<file path="config.mk">
export PLATFORM = sky130hd
export DESIGN_NAME = core_timer_watchdog
export DESIGN_NICKNAME = d
export VERILOG_FILES = /design/src/core_timer_pkg.sv /design/src/core_timer_watchdog.sv
export SDC_FILE = /design/constraint.sdc
export NUM_CORES = 1
export LEC_CHECK = 0
export BUFFER_PORTS_ARGS = -buffer_cell sky130_fd_sc_hd__buf_2
export CAP_MARGIN = 15
export CELL_PAD_IN_SITES_DETAIL_PLACEMENT = 0
export CELL_PAD_IN_SITES_GLOBAL_PLACEMENT = 1
export CORE_MARGIN = 2
export CORE_UTILIZATION = 40
export DETAILED_ROUTE_END_ITERATION = 7
export PLACE_DENSITY_LB_ADDON = 0.1
export SLEW_MARGIN = 5
export SYNTH_ARGS = -nofsm -noshare
export SYNTH_HDL_FRONTEND = slang
export SYNTH_SLANG_ARGS = --single-unit
</file>
<file path="constraint.sdc">
create_clock -name clk -period 3.3 [get_ports clk]
set_clock_uncertainty 0.1 [all_clocks]
set_input_delay 0.825 -clock clk [delete_from_list [all_inputs] [get_ports clk]]
set_output_delay 0.825 -clock clk [all_outputs]
set_load 0.005 [all_outputs]
</file>
<file path="src/core_timer_pkg.sv">
/*
  Package for the core timer chain with its watchdog: register indices,
  field positions, reset values, the state set and the timing counts.
  Assumes a 100 MHz bus clock and a 32-bit APB slave with word registers.
*/
package core_timer_pkg;

  // ==========================================================
  // Clock and timing
  // ==========================================================
  localparam int CLK_PERIOD_NS     = 10;          // Bus clock period
  localparam int PRESCALE_BITS     = 2;           // Counter advances every 4 clocks
  localparam int COUNTER_BITS      = 8;           // Readable ripple counter
  localparam int EXTRA_BITS        = 2;           // Stages up to the tick divider input
  localparam int TICK_BASE_BITS    = PRESCALE_BITS + COUNTER_BITS + EXTRA_BITS; // 2^12 clocks
  localparam int CHAIN_BITS        = TICK_BASE_BITS + 3;                        // Three tick stages
  localparam int STAB_CYCLES       = 4064;        // Oscillator stabilization count
  localparam int WDOG_STAGES       = 3;           // Divide by eight
  localparam int WDOG_RST_NS       = 40;          // Length of the reset pulse on timeout
  localparam int WDOG_RST_CYCLES   = (WDOG_RST_NS + CLK_PERIOD_NS - 1) / CLK_PERIOD_NS;

  // ==========================================================
  // Register indices (byte address is four times the index)
  // ==========================================================
  localparam logic [15:0] IDX_CTRL_STATUS = 16'h0008;   // Control and status
  localparam logic [15:0] IDX_COUNT_VALUE = 16'h0009;   // Counter value, read only
  localparam logic [15:0] IDX_WDOG_CLEAR  = 16'h3ff0;   // Watchdog clear, write only

  // ==========================================================
  // Control and status fields
  // ==========================================================
  localparam int BIT_OVF_FLAG     = 7;   // Overflow flag, read only
  localparam int BIT_OVF_IRQ_EN   = 5;   // Overflow interrupt enable
  localparam int BIT_OVF_CLEAR    = 3;   // Write one to clear flag, reads zero
  localparam int BIT_RATE_HI      = 1;   // Tick rate select, upper bit
  localparam int BIT_RATE_LO      = 0;   // Tick rate select, lower bit
  localparam int BIT_WDOG_CLEAR   = 0;   // Written zero clears the watchdog

  localparam logic [1:0] RATE_RESET     = 2'h3;   // Slowest tick after reset
  localparam logic       IRQ_EN_RESET   = 1'b0;

  // ==========================================================
  // Reset sequencer states
  // ==========================================================
  typedef enum logic [1:0] {
    ST_POWER_HOLD,    // Power-on or low-power reset held
    ST_STABILIZE,     // Counting the stabilization period
    ST_RUN            // Normal operation
  } seq_state_t;

endpackage

</file>
<file path="src/core_timer_watchdog.sv">
/*
  Core timer chain with watchdog: prescaler, readable 8-bit counter with
  overflow flag, periodic tick divider with rate select, divide-by-eight
  watchdog, reset sequencer, wait-mode clock gate, APB register slave.
  Assumes synchronous APB on clk; reset pins arrive asynchronously;
  wait and stop requests come from CPU logic on the same clock.
*/
//
// Contract
// - Counter value readable, never writable by software
// - Counter advances once per four bus clocks
// - Power-on or low-power release clears, starts chain
// - After stabilization count, clear chain, leave reset
// - Without external reset, count up from zero
// - Other resets clear chain, skip stabilization
// - Watchdog divides tick output by eight
// - Watchdog timeout raises internal CPU reset
// - Watchdog clear resets only divide-by-eight stage
// - Watchdog keeps counting in wait mode
// - Disabled stop enters wait; exit clears watchdog
// - Watchdog presence fixed at build time
// - Wait stops CPU clock, timer keeps running
// - Enabled timer interrupt wakes CPU from wait
// - Watchdog always enabled in user mode
// - Overflow flag on rollover, write-one clear
// - Two more stages give bus clock over 4096
// - Two-bit rate field, reset value 11
// - Enabled overflow flag requests CPU interrupt
`timescale 1ns/1ps

module core_timer_watchdog
#(
  parameter bit WATCHDOG_PRESENT = 1'b1   // Fixed at build, no register reaches it
)
(
  input  wire logic        clk,
  input  wire logic        rst_n,
  input  wire logic        low_power_reset_input_n,
  input  wire logic        ext_reset_n,
  input  wire logic        wait_enter,
  input  wire logic        stop_enter,
  input  wire logic        irq_mask,
  input  wire logic        psel,
  input  wire logic        penable,
  input  wire logic        pwrite,
  input  wire logic [15:0] paddr,
  input  wire logic [31:0] pwdata,
  output logic      [31:0] prdata,
  output logic             pready,
  output logic             pslverr,
  output logic             cpu_irq,
  output logic             cpu_reset,
  output logic             cpu_clk_en
);
  import core_timer_pkg::*;

  // ==========================================================
  // Declarations
  // ==========================================================
  logic [2:0]            lpr_sync_reg;        // Low-power reset pin synchroniser
  logic [2:0]            ext_sync_reg;        // External reset pin synchroniser
  logic                  lpr_n_reg;           // Filtered low-power reset level
  logic                  ext_n_reg;           // Filtered external reset level
  seq_state_t            state_reg;           // Reset sequencer
  logic [CHAIN_BITS-1:0] chain_reg;           // Whole ripple chain
  logic [2:0]            wdog_reg;            // Divide-by-eight watchdog stage
  logic [3:0]            wdog_rst_cnt_reg;    // Remaining timeout reset cycles
  logic                  ovf_flag_reg;        // Counter overflow flag
  logic                  irq_en_reg;          // Overflow interrupt enable
  logic [1:0]            rate_reg;            // Tick rate select
  logic                  stop_wait_reg;       // Wait entered through a disabled stop
  logic [31:0]           prdata_reg;
  logic                  pready_reg;
  logic                  pslverr_reg;
  logic                  cpu_irq_reg;
  logic                  cpu_reset_reg;
  logic                  cpu_clk_en_reg;
  logic                  running;             // Chain counts normally
  logic                  chain_clear;         // Clear the chain this cycle
  logic                  tick;                // Selected tap completes
  logic                  wdog_timeout;        // Final stage completes
  logic                  wr_fire;             // APB write takes effect
  logic                  rd_fire;             // APB read data is captured
  logic                  wdog_clear_wr;       // Software watchdog clear
  logic                  ovf_clear_wr;        // Software overflow flag clear
  logic                  ovf_event;           // Counter rolls from max to zero
  logic                  wake;                // Leaving wait mode

  // True when all chain bits below position n are ones
  function automatic logic low_ones(input logic [CHAIN_BITS-1:0] v, input int n);
    logic [CHAIN_BITS-1:0] mask;
    mask = CHAIN_BITS'((33'h1 << n) - 33'h1);
    return (v & mask) == mask;
  endfunction

  // Register index decode from a byte address
  function automatic logic hit(input logic [15:0] addr, input logic [15:0] idx);
    return (addr[1:0] == 2'h0) && (addr[15:2] == idx[13:0]);
  endfunction

  // ==========================================================
  // Pin synchronisers
  // ==========================================================
  // Three flops; the level is taken only once stages two and three agree,
  // which filters a single-cycle glitch on the reset pins.
  always_ff @(posedge clk or negedge rst_n)
  begin
    if (!rst_n)
    begin
      lpr_sync_reg <= 3'h0;
      ext_sync_reg <= 3'h0;
      lpr_n_reg    <= 1'b0;
      ext_n_reg    <= 1'b0;
    end
    else
    begin
      lpr_sync_reg <= {lpr_sync_reg[1:0], low_power_reset_input_n};
      ext_sync_reg <= {ext_sync_reg[1:0], ext_reset_n};
      if (lpr_sync_reg[1] == lpr_sync_reg[2])
        lpr_n_reg <= lpr_sync_reg[2];
      if (ext_sync_reg[1] == ext_sync_reg[2])
        ext_n_reg <= ext_sync_reg[2];
    end
  end

  // ==========================================================
  // Reset sequencer
  // ==========================================================
  always_ff @(posedge clk or negedge rst_n)
  begin
    if (!rst_n)
      state_reg <= ST_POWER_HOLD;
    else
    begin
      unique case (state_reg)
        // Held while the low-power pin is low; leaving starts the count
        ST_POWER_HOLD:
          if (lpr_n_reg)
            state_reg <= ST_STABILIZE;
        // The chain itself counts out the stabilization period
        ST_STABILIZE:
          if (!lpr_n_reg)
            state_reg <= ST_POWER_HOLD;
          else if (low_ones(chain_reg, TICK_BASE_BITS) ||
                   (chain_reg[TICK_BASE_BITS-1:0] == TICK_BASE_BITS'(STAB_CYCLES - 1)))
            state_reg <= ST_RUN;
        ST_RUN:
          if (!lpr_n_reg)
            state_reg <= ST_POWER_HOLD;
      endcase
    end
  end

  // Chain runs outside the hold; other resets clear it with no delay
  assign running     = (state_reg == ST_RUN) && ext_n_reg && (wdog_rst_cnt_reg == 4'h0);
  assign chain_clear = (state_reg == ST_POWER_HOLD) ||
                       ((state_reg == ST_STABILIZE) && (state_reg != ST_RUN) &&
                        (chain_reg[TICK_BASE_BITS-1:0] == TICK_BASE_BITS'(STAB_CYCLES - 1))) ||
                       ((state_reg == ST_RUN) && !running);

  // ==========================================================
  // Timer chain
  // ==========================================================
  // Prescaler bits [1:0] make the counter step every fourth clock; the
  // counter sits above them and two more stages reach one 4096th.
  always_ff @(posedge clk or negedge rst_n)
  begin
    if (!rst_n)
      chain_reg <= '0;
    else if (chain_clear)
      chain_reg <= '0;
    else
      chain_reg <= chain_reg + CHAIN_BITS'(1);
  end

  // Rollover of the readable counter from its maximum back to zero
  assign ovf_event = running && low_ones(chain_reg, PRESCALE_BITS + COUNTER_BITS);

  // Selected tap from 2^12 to 2^15 clocks; changing the rate near a
  // completion may drop or add a tick, so clear the watchdog first.
  assign tick = running && low_ones(chain_reg, TICK_BASE_BITS + int'(rate_reg));

  // ==========================================================
  // Watchdog
  // ==========================================================
  assign wdog_timeout = WATCHDOG_PRESENT && tick && (wdog_reg == 3'h7);

  // Only the divide-by-eight stage is cleared; it keeps counting in wait
  always_ff @(posedge clk or negedge rst_n)
  begin
    if (!rst_n)
      wdog_reg <= 3'h0;
    else if (!running || wdog_clear_wr || (wake && stop_wait_reg))
      wdog_reg <= 3'h0;
    else if (tick)
      wdog_reg <= wdog_reg + 3'h1;
  end

  // Timeout holds the CPU in reset for a short fixed pulse
  always_ff @(posedge clk or negedge rst_n)
  begin
    if (!rst_n)
      wdog_rst_cnt_reg <= 4'h0;
    else if (wdog_timeout)
      wdog_rst_cnt_reg <= 4'(WDOG_RST_CYCLES);
    else if (wdog_rst_cnt_reg != 4'h0)
      wdog_rst_cnt_reg <= wdog_rst_cnt_reg - 4'h1;
  end

  // ==========================================================
  // APB access decode
  // ==========================================================
  // One wait state: pready rises in the second access cycle
  assign wr_fire       = psel && penable && pready_reg && pwrite;
  assign rd_fire       = psel && penable && !pready_reg && !pwrite;
  assign wdog_clear_wr = wr_fire && hit(paddr, IDX_WDOG_CLEAR) && !pwdata[BIT_WDOG_CLEAR];
  assign ovf_clear_wr  = wr_fire && hit(paddr, IDX_CTRL_STATUS) && pwdata[BIT_OVF_CLEAR];

  always_ff @(posedge clk or negedge rst_n)
  begin
    if (!rst_n)
    begin
      pready_reg  <= 1'b0;
      pslverr_reg <= 1'b0;
      prdata_reg  <= 32'h0;
    end
    else
    begin
      pready_reg  <= psel && penable && !pready_reg;
      pslverr_reg <= psel && penable && !pready_reg &&
                     !(hit(paddr, IDX_CTRL_STATUS) || hit(paddr, IDX_COUNT_VALUE) ||
                       hit(paddr, IDX_WDOG_CLEAR));
      if (rd_fire)
      begin
        // Clear bit always reads zero; write-only clear address reads zero
        if (hit(paddr, IDX_CTRL_STATUS))
          prdata_reg <= {24'h0, ovf_flag_reg, 1'b0, irq_en_reg, 3'h0, rate_reg};
        else if (hit(paddr, IDX_COUNT_VALUE))
          prdata_reg <= {24'h0, chain_reg[PRESCALE_BITS +: COUNTER_BITS]};
        else
          prdata_reg <= 32'h0;
      end
    end
  end

  // ==========================================================
  // Control fields and overflow flag
  // ==========================================================
  // Counter value register has no write path at all
  always_ff @(posedge clk or negedge rst_n)
  begin
    if (!rst_n)
    begin
      irq_en_reg <= IRQ_EN_RESET;
      rate_reg   <= RATE_RESET;
    end
    else if (wr_fire && hit(paddr, IDX_CTRL_STATUS))
    begin
      irq_en_reg <= pwdata[BIT_OVF_IRQ_EN];
      rate_reg   <= pwdata[BIT_RATE_HI:BIT_RATE_LO];
    end
  end

  // A rollover in the same cycle as a clear keeps the flag set
  always_ff @(posedge clk or negedge rst_n)
  begin
    if (!rst_n)
      ovf_flag_reg <= 1'b0;
    else if (ovf_event)
      ovf_flag_reg <= 1'b1;
    else if (ovf_clear_wr || !running)
      ovf_flag_reg <= 1'b0;
  end

  // ==========================================================
  // CPU side: interrupt, reset, wait-mode clock gate
  // ==========================================================
  // Wake on an unmasked interrupt, or on the first running cycle after an
  // internal reset; without the second term the CPU clock never restarts
  assign wake = !cpu_clk_en_reg && ((cpu_irq_reg && !irq_mask) || cpu_reset_reg);

  always_ff @(posedge clk or negedge rst_n)
  begin
    if (!rst_n)
    begin
      cpu_irq_reg    <= 1'b0;
      cpu_reset_reg  <= 1'b1;
      cpu_clk_en_reg <= 1'b0;
      stop_wait_reg  <= 1'b0;
    end
    else
    begin
      cpu_irq_reg   <= ovf_flag_reg && irq_en_reg;
      cpu_reset_reg <= !running;
      if (!running || wake)
      begin
        cpu_clk_en_reg <= running;
        stop_wait_reg  <= 1'b0;
      end
      else if (cpu_clk_en_reg && (wait_enter || stop_enter))
      begin
        cpu_clk_en_reg <= 1'b0;
        stop_wait_reg  <= stop_enter;
      end
    end
  end

  assign prdata     = prdata_reg;
  assign pready     = pready_reg;
  assign pslverr    = pslverr_reg;
  assign cpu_irq    = cpu_irq_reg;
  assign cpu_reset  = cpu_reset_reg;
  assign cpu_clk_en = cpu_clk_en_reg;

  // ==========================================================
  // Assertions
  // ==========================================================
  property p_ro_counter;
    @(posedge clk) disable iff (!rst_n)
      (wr_fire && hit(paddr, IDX_COUNT_VALUE) && running && $past(running)) |=>
        (chain_reg == $past(chain_reg) + CHAIN_BITS'(1)) || $past(chain_clear);
  endproperty
  a_ro_counter: assert property (p_ro_counter) else $error("Counter write disturbed chain");

  property p_prescale;
    @(posedge clk) disable iff (!rst_n)
      (running && chain_reg[1:0] == 2'h0 && !chain_clear) ##1 running [*3] |->
        $stable(chain_reg[9:2]);
  endproperty
  a_prescale: assert property (p_prescale) else $error("Counter stepped early");

  property p_hold_clear;
    @(posedge clk) disable iff (!rst_n)
      (state_reg == ST_POWER_HOLD) |=> (chain_reg == '0);
  endproperty
  a_hold_clear: assert property (p_hold_clear) else $error("Chain not cleared in hold");

  property p_stab_exit;
    @(posedge clk) disable iff (!rst_n)
      (state_reg == ST_STABILIZE && lpr_n_reg &&
       chain_reg[11:0] == 12'(STAB_CYCLES - 1)) |=> (state_reg == ST_RUN) && (chain_reg == '0);
  endproperty
  a_stab_exit: assert property (p_stab_exit) else $error("Stabilization end wrong");

  property p_ext_clear;
    @(posedge clk) disable iff (!rst_n)
      (state_reg == ST_RUN && !ext_n_reg) |=> (chain_reg == '0) && (state_reg != ST_STABILIZE);
  endproperty
  a_ext_clear: assert property (p_ext_clear) else $error("External reset misbehaved");

  property p_wdog_rst;
    @(posedge clk) disable iff (!rst_n)
      wdog_timeout |-> ##2 cpu_reset ##1 cpu_reset;
  endproperty
  a_wdog_rst: assert property (p_wdog_rst) else $error("Timeout gave no reset");

  property p_wdog_clear_only;
    @(posedge clk) disable iff (!rst_n)
      (wdog_clear_wr && running && !chain_clear) |=>
        (wdog_reg == 3'h0) && (chain_reg == $past(chain_reg) + CHAIN_BITS'(1));
  endproperty
  a_wdog_clear_only: assert property (p_wdog_clear_only) else $error("Clear touched chain");

  property p_ovf_set;
    @(posedge clk) disable iff (!rst_n)
      ovf_event |=> ovf_flag_reg;
  endproperty
  a_ovf_set: assert property (p_ovf_set) else $error("Overflow flag missed");

  property p_irq;
    @(posedge clk) disable iff (!rst_n)
      (ovf_flag_reg && irq_en_reg) |=> cpu_irq;
  endproperty
  a_irq: assert property (p_irq) else $error("Interrupt not raised");

  property p_wait_runs;
    @(posedge clk) disable iff (!rst_n)
      (!cpu_clk_en && running && !chain_clear) |=> (chain_reg != $past(chain_reg));
  endproperty
  a_wait_runs: assert property (p_wait_runs) else $error("Chain stopped in wait");

  c_timeout:  cover property (@(posedge clk) disable iff (!rst_n) wdog_timeout);
  c_wake_irq: cover property (@(posedge clk) disable iff (!rst_n) wake && cpu_irq_reg);
  c_stab:     cover property (@(posedge clk) disable iff (!rst_n)
                              state_reg == ST_STABILIZE ##1 state_reg == ST_RUN);
  c_stop_wait: cover property (@(posedge clk) disable iff (!rst_n) wake && stop_wait_reg);

endmodule

</file>
==> results of run 1 <==
[layout make-up]
cell class	instances	area [sq um]	share of cell area, %
flip-flops and latches	50	1255	43.40
multi-input cells	177	1164	40.24
repair buffers	45	232.7	8.048
well taps	77	96.34	3.332
clock buffers	6	72.57	2.510
clock inverters	2	37.54	1.298
inverters	9	33.78	1.168
[metal layers]
layer  vias to the layer above  GRT usage (%)
met5                         -              0
met4                         0          3.519
met3                         2          3.066
met2                        35          24.96
met1                       870          21.71
li1                        907              -
[cell usage in the layout (no fill, tap or decap), types with 4 or more instances in the layout]
cell / instances
dfrtp_1: 47
nor2_1: 20
inv_1: 9
nor4_1: 8
conb_1: 24
xor2_1: 4
buf_2: 42
nand4_1: 7
o31ai_1: 4
ha_1: 9
xnor2_1: 9
o21ai_0: 4
and2_0: 4
nor3_1: 6
a22o_1: 4
a21oi_1: 9
a221o_1: 6
nand3_1: 8
clkbuf_8: 5
nand2_1: 10
[critical path, cell delays in order, from the launching register on]
cell and delay (ns):
dfrtp_1 0.41, ha_1 0.32, inv_1 0.15, nor4_1 0.54, a221o_1 0.59, nor2_1 0.10
[per-stage QoR]
step / total power [mW] / area, sq um / setup slack [ns] / utilization (%)
4_1_cts: 1.293 / 2892 / 0.9322 / 46.06
5_1_grt: 1.350 / 2892 / 0.7513 / 46.06
6_report: 1.272 / 2892 / 0.9568 / 46.06
3_5_place_dp: 0.8550 / 2781 / 0.7438 / 44.31
3_3_place_gp: 0.8520 / 2781 / 0.6964 / 44.31
2_1_floorplan: 0.8161 / 2650 / 1.062 / -
[worst min path at each step]
stage	slack [ns]	cells past startpoint	from	to
2_1_floorplan	0.23	0	ext_sync_reg[0]$_DFF_PN0_	ext_sync_reg[1]$_DFF_PN0_
6_report	0.26	0	ext_sync_reg[0]$_DFF_PN0_	ext_sync_reg[1]$_DFF_PN0_
4_1_cts	0.26	0	ext_sync_reg[0]$_DFF_PN0_	ext_sync_reg[1]$_DFF_PN0_
3_3_place_gp	0.23	0	lpr_sync_reg[0]$_DFF_PN0_	lpr_sync_reg[1]$_DFF_PN0_
3_5_place_dp	0.23	0	ext_sync_reg[0]$_DFF_PN0_	ext_sync_reg[1]$_DFF_PN0_
5_1_grt	0.26	0	ext_sync_reg[0]$_DFF_PN0_	ext_sync_reg[1]$_DFF_PN0_
[power groups by stage]
stage          clock network (mW)  registers (mW)  logic (mW)
2_1_floorplan                   0           0.671       0.145
3_3_place_gp                    0           0.683       0.169
3_5_place_dp                    0           0.684       0.171
4_1_cts                     0.450           0.671       0.172
5_1_grt                     0.474           0.679       0.198
6_report                    0.433           0.671       0.168
[logic make-up (layout without fill, tap and decap cells)]
family                   after synthesis  after routing
AO/OA/AOI/OAI                         33             33
XOR/XNOR                              13             13
flip-flops                            50             50
multiplexers                           5              5
adder cells (fa/ha/maj)               11             11
other                                  1             24
buffers and inverters                 36             62
AND/OR/NAND/NOR                       91             91
==> flow_summary_export.csv, run 1 <==
group,metric,value,unit
global_route,grt_pass1_wl,8.804,mm
global_route,grt_pass1_vias,1785,
clock_tree,post_cts_buffers,0,
logic_synthesis,yosysWarnings,0,
logic_synthesis,synth.ff_latch_count,50,
die,io_pins,95,
logic_synthesis,synth_edf_count,0,
logic_synthesis,synth_top_area_cell,"dfrtp_1",
logic_synthesis,synth_most_common_cell,"dfrtp_1",
clock_tree,clock_path_buffers,2,
logic_synthesis,yosys.area.top_type_share,45.88,%
power_and_ir_drop,p_leak,1.362,nW
clock_tree,cts_buffers,5,
sta,tns,0,ns
worst_setup_path,crit_path_end_kind,"register",
power_and_ir_drop,ir_worst_vdd,387.1,uV
detailed_routing,wl,5.054,mm
power_and_ir_drop,seqPwrFrac,52.8,%
clock_tree,postCtsHoldBufs,0,
die,die_y,84.06,um
logic_synthesis,synth_simple_gate_area_share,21.03,%
cells_and_area,fin_cells,366,
status,status,"completed",
power_and_ir_drop,power_frac_clock,34.1,%
detailed_routing,drt_iter0_markers,59,
logic_synthesis,yosys.area_share.adder,5.173,%
power_and_ir_drop,intPower,0.9280,mW
logic_synthesis,ys.flop_type,"dfrtp_1",
sta,hold_viol_final,0,
global_route,antenna_found_initial,0,
sta,final-max-slew-violation-count,0,
logic_synthesis,synth-xor-area-share,4.441,%
worst_setup_path,r2r_start,"chain_reg[0]$_DFF_PN0_",
power_and_ir_drop,power_density,439.9,nW/um^2
worst_setup_path,crit_arrival,2.41,ns
logic_synthesis,synthCells,240,
die,num_rows,29,
detailed_routing,wl_per_cell,13.81,um
worst_setup_path,ff2ff_setup_slack,0.96,ns
place,place_inst,358,
cells_and_area,drive_above_1_share,23.53,%
sta,slew-limit-headroom,56.78,%
detailed_routing,via_per_inst,4.956,
detailed_routing,firstDrtPassIters,4,
place,numPortBuffers,42,
logic_synthesis,synthDistinctLibCells,46,
detailed_routing,wl_met2,2.416,mm
logic_synthesis,synthArstFlopShare,100.0,%
clock_tree,ctsResizeCount,0,
worst_setup_path,crit_path_max_fanout,14,
die,die_w,84.06,um
die,die-area,7065,sq um
clock_tree,cts_max_level,2,
clock_tree,cts_tree,"built",
global_route,grt_usage,15.52,%
worst_setup_path,rr_worst_depth,5,
worst_setup_path,r2r-end,"chain_reg[7]$_DFF_PN0_",
global_route,grt_overflow,0,
global_route,grt_max_degree,24,
logic_synthesis,synthTopCellsByArea,"dfrtp_1 (46%), buf_4 (7.3%), ha_1 (4.4%), dfstp_2 (3.1%), xnor2_1 (3.1%)",
logic_synthesis,netlist_top_cells_count,"dfrtp_1 (47), buf_4 (25), nor2_1 (20)",
cells_and_area,largest_reg_flops,15,
worst_setup_path,critPathRequiredTime,3.37,ns
logic_synthesis,seq_area_frac_synth,48.95,%
clock_tree,cts_sinks,50,
clock_tree,clk_pin_slew_worst_paths,0.09,ns
power_and_ir_drop,p_sw_share,27.05,%
logic_synthesis,synthMuxAreaShare,2.099,%
detailed_routing,dr_wl_met3,191,um
sta,rsz0062_at_grt,"no",
flow_run,cap_viol_max_count,0,
logic_synthesis,synth-compound-area-share,9.126,%
sta,worstMarginPinSlew,0.6424,ns
worst_setup_path,cp-startpoint,"chain_reg[0]$_DFF_PN0_",
worst_hold_path,hp-class,"reg -> reg",
power_and_ir_drop,p_sw,0.3440,mW
logic_synthesis,syn_area,2564,sq um
worst_setup_path,path_class,"reg -> reg",
clock_tree,clkLatencyLatePin,0.30,ns
detailed_routing,via_count,1814,
sta,hold_ws,0.2553,ns
sta,period_needed,2.343,ns
clock_tree,cts_root_buffer,"clkbuf_8",
detailed_routing,drt-met1-wl,2.422,mm
detailed_routing,ant_nets,0,
cells_and_area,fill_cells,606,
die,initial_core_util,40.84,%
cells_and_area,final_nets,355,
sta,max_freq,0.4268,GHz
cells_and_area,area_growth,12.79,%
power_and_ir_drop,combPwrFrac,13.2,%
sta,setup_violations,0,
logic_synthesis,synth_top_family_by_area,"simple AND/OR/NAND/NOR gates",
detailed_routing,top_layer,"met4",
cells_and_area,antennaDiodeCount,0,
detailed_routing,drc,0,
worst_setup_path,setup.worst_path.start_class,"register",
place,hpwl,3.866,mm
place,place_congestion,0.7842,
die,core-area,6277,sq um
worst_setup_path,endpoint,"chain_reg[7]$_DFF_PN0_",
sta,fin_crit_sh,71.01,%
logic_synthesis,syn_area_per_cell,10.68,sq um
Note: power is estimated with default switching activity, not from simulation.
==> inputs of run 2 (changes only) <==
Settings changed: CORE_UTILIZATION 40 to 33.
Clock period 3.3 ns to 1.9 ns, I/O delays scaled along.
==> run 2 against run 1 <==
  * Sequential share of layout area shrank 5.3 points
  * Largest power group unchanged
  * Highest routed layer unchanged
  * Combinational power grew to 2.5 times the previous value
  * Die area grew 20%
  * Total power grew 96%
  * Setup slack lost 0.91 ns
  * Register-to-register slack lost 0.91 ns
  * Critical endpoint is now wdog_rst_cnt_reg[0]$_DFFE_PN0P_
  * Sequential power grew 70%
  * Hold slack lost 0.21 ns
  * Fmax grew 26%
==> flow_summary_export.csv, run 2 (synthesis gave the netlist of run 1 again) <==
group,metric,value,unit
die,core-area,7607,sq um
sta,rsz0062_at_grt,"yes",
worst_setup_path,crit_chain,"inv_2, ha_4, nor3b_4, buf_6, nand4_1, or4_4, and2_4",
worst_hold_path,hp-class,"in -> async",
detailed_routing,wl,5.724,mm
power_and_ir_drop,p_sw,0.6329,mW
die,die_w,92.14,um
worst_setup_path,cp_top_family,"simple AND/OR/NAND/NOR gates",
detailed_routing,drt_iter0_markers,90,
global_route,antenna_found_initial,0,
worst_setup_path,slowest_delay,0.44,ns
power_and_ir_drop,intPower,1.864,mW
clock_tree,cts_max_level,2,
status,status,"completed",
cells_and_area,drive_above_1_share,34.97,%
cells_and_area,area_growth,28.60,%
detailed_routing,firstDrtPassIters,4,
detailed_routing,via_count,1986,
detailed_routing,dr_wl_met3,184,um
global_route,grt_pass1_wl,9.673,mm
power_and_ir_drop,combPwrFrac,16.8,%
die,initial_core_util,33.70,%
sta,hold_viol_final,0,
cells_and_area,fin_cells,428,
clock_tree,cts_tree,"built",
flow_run,cap_viol_max_count,0,
place,numPortBuffers,42,
cells_and_area,final_nets,392,
worst_setup_path,r2r-end,"wdog_rst_cnt_reg[0]$_DFFE_PN0P_",
worst_setup_path,setup.worst_path.start_class,"register",
clock_tree,clk_pin_slew_worst_paths,0.09,ns
cells_and_area,antennaDiodeCount,0,
clock_tree,clock_path_buffers,2,
worst_setup_path,crit_arrival,1.96,ns
sta,fin_crit_sh,97.69,%
sta,setup_violations,0,
sta,final-max-slew-violation-count,0,
cells_and_area,layout.cells.most_common_list,"dfrtp_1 (47), buf_2 (42), buf_4 (37)",
clock_tree,cts_buffers,5,
die,num_rows,32,
power_and_ir_drop,power,2.497,mW
global_route,grt_usage,14.40,%
clock_tree,cts_sinks,50,
place,place_congestion,0.7270,
place,place_inst,414,
worst_setup_path,crit_path_max_fanout,3,
worst_setup_path,crit_path_end_kind,"register",
global_route,grt_pass1_vias,1970,
worst_setup_path,critPathRequiredTime,2.01,ns
worst_setup_path,cp.buffers_inverters,2,
clock_tree,clkLatencyLatePin,0.31,ns
worst_setup_path,cp-startpoint,"wdog_rst_cnt_reg[0]$_DFFE_PN0P_",
power_and_ir_drop,ir_worst_vdd,346.2,uV
worst_setup_path,cp_slowest_cell,"or4_4",
clock_tree,postCtsHoldBufs,0,
sta,period_needed,1.856,ns
detailed_routing,ant_nets,0,
power_and_ir_drop,power_frac_clock,37.4,%
cells_and_area,largest_reg_flops,15,
die,die-area,8490,sq um
die,io_pins,95,
detailed_routing,drt-met1-wl,2.740,mm
detailed_routing,wl_per_cell,13.37,um
worst_setup_path,rr_worst_depth,7,
power_and_ir_drop,power_density,757.4,nW/um^2
cells_and_area,final_common_cell,"dfrtp_1",
worst_setup_path,r2r_start,"wdog_rst_cnt_reg[0]$_DFFE_PN0P_",
sta,tns,0,ns
global_route,grt_max_degree,51,
die,die_y,92.14,um
place,hpwl,4.261,mm
worst_setup_path,ff2ff_setup_slack,0.04,ns
detailed_routing,drc,0,
detailed_routing,wl_met2,2.727,mm
cells_and_area,fill_cells,759,
detailed_routing,via_per_inst,4.640,
clock_tree,cts_root_buffer,"clkbuf_8",
power_and_ir_drop,seqPwrFrac,45.8,%
power_and_ir_drop,p_sw_share,25.35,%
power_and_ir_drop,p_leak,1.583,nW
worst_setup_path,path_class,"reg -> reg",
detailed_routing,top_layer,"met4",
global_route,grt_overflow,0,
sta,max_freq,0.5388,GHz
-- run 2: cell types whose count changed in the layout (fill, tap and decap cells not counted), moves of 2 or more --
cell     change
and2_1       -2
buf_12       +2
and2_4       +2
a21oi_1      -3
a21oi_2      +3
inv_2        +2
buf_4       +34
inv_1        -2
-- run 2: worst register-to-register path, delay by kind of cell (launching register included) --
family / cells / cell delay (ns)
fa+ha+maj: 1 / 0.13
buf+inv: 2 / 0.23
flops: 1 / 0.41
simple gates: 4 / 0.90
-- run 2: layout make-up --
class | count | area [sq um] | area share (%)
Sequential cell | 50 | 1255 | 38.06
Clock buffer | 6 | 82.58 | 2.505
Inverter | 9 | 33.78 | 1.025
Multi-Input combinational cell | 177 | 1199 | 36.36
Clock inverter | 2 | 60.06 | 1.822
Timing Repair Buffer | 82 | 539.3 | 16.36
Tap cell | 102 | 127.6 | 3.871
-- run 2: routing by layer --
metal / up-vias / track usage, %
met5: - / 0
met4: 0 / 4.353
met3: 6 / 2.794
met2: 33 / 23.41
met1: 962 / 19.47
li1: 985 / -
-- run 2: metrics by stage --
step | instance area, sq um | utilization (%) | hold slack, ns | setup WS (ns)
4_1_cts | 3247 | 42.68 | 0.05720 | 0.02770
3_3_place_gp | 3070 | 40.36 | 0.2361 | -0.1996
5_1_grt | 3297 | 43.34 | 0.06157 | -0.08634
6_report | 3297 | 43.34 | 0.04667 | 0.04392
3_5_place_dp | 3070 | 40.36 | 0.2347 | -0.1921
2_1_floorplan | 2650 | - | 0.07941 | 0.01180
-- run 2: what timing repair did --
item	CTS	global route
gates resized for setup	5	6
setup endpoints to repair	16	21
cloned	0	0
pin swaps	1	0
buffers inserted	2	4
-- run 2: worst max path at each step --
stage | end | cells past startpoint
after detailed placement | irq_en_reg$_DFFE_PN0P_ | 7
after floorplan | irq_en_reg$_DFFE_PN0P_ | 4
after CTS | wdog_rst_cnt_reg[0]$_DFFE_PN0P_ | 7
after global routing | chain_reg[14]$_DFF_PN0_ | 8
after global placement | wdog_reg[2]$_DFFE_PN0P_ | 6
final | wdog_rst_cnt_reg[0]$_DFFE_PN0P_ | 7
-- run 2: power groups by stage --
stage | Clock, mW | Combinational [mW] | Sequential (mW)
floorplan | 0 | 0.252 | 1.17
global placement | 0 | 0.413 | 1.17
detailed placement | 0 | 0.412 | 1.17
CTS | 0.959 | 0.414 | 1.15
global route | 1.01 | 0.476 | 1.15
finish | 0.933 | 0.421 | 1.14
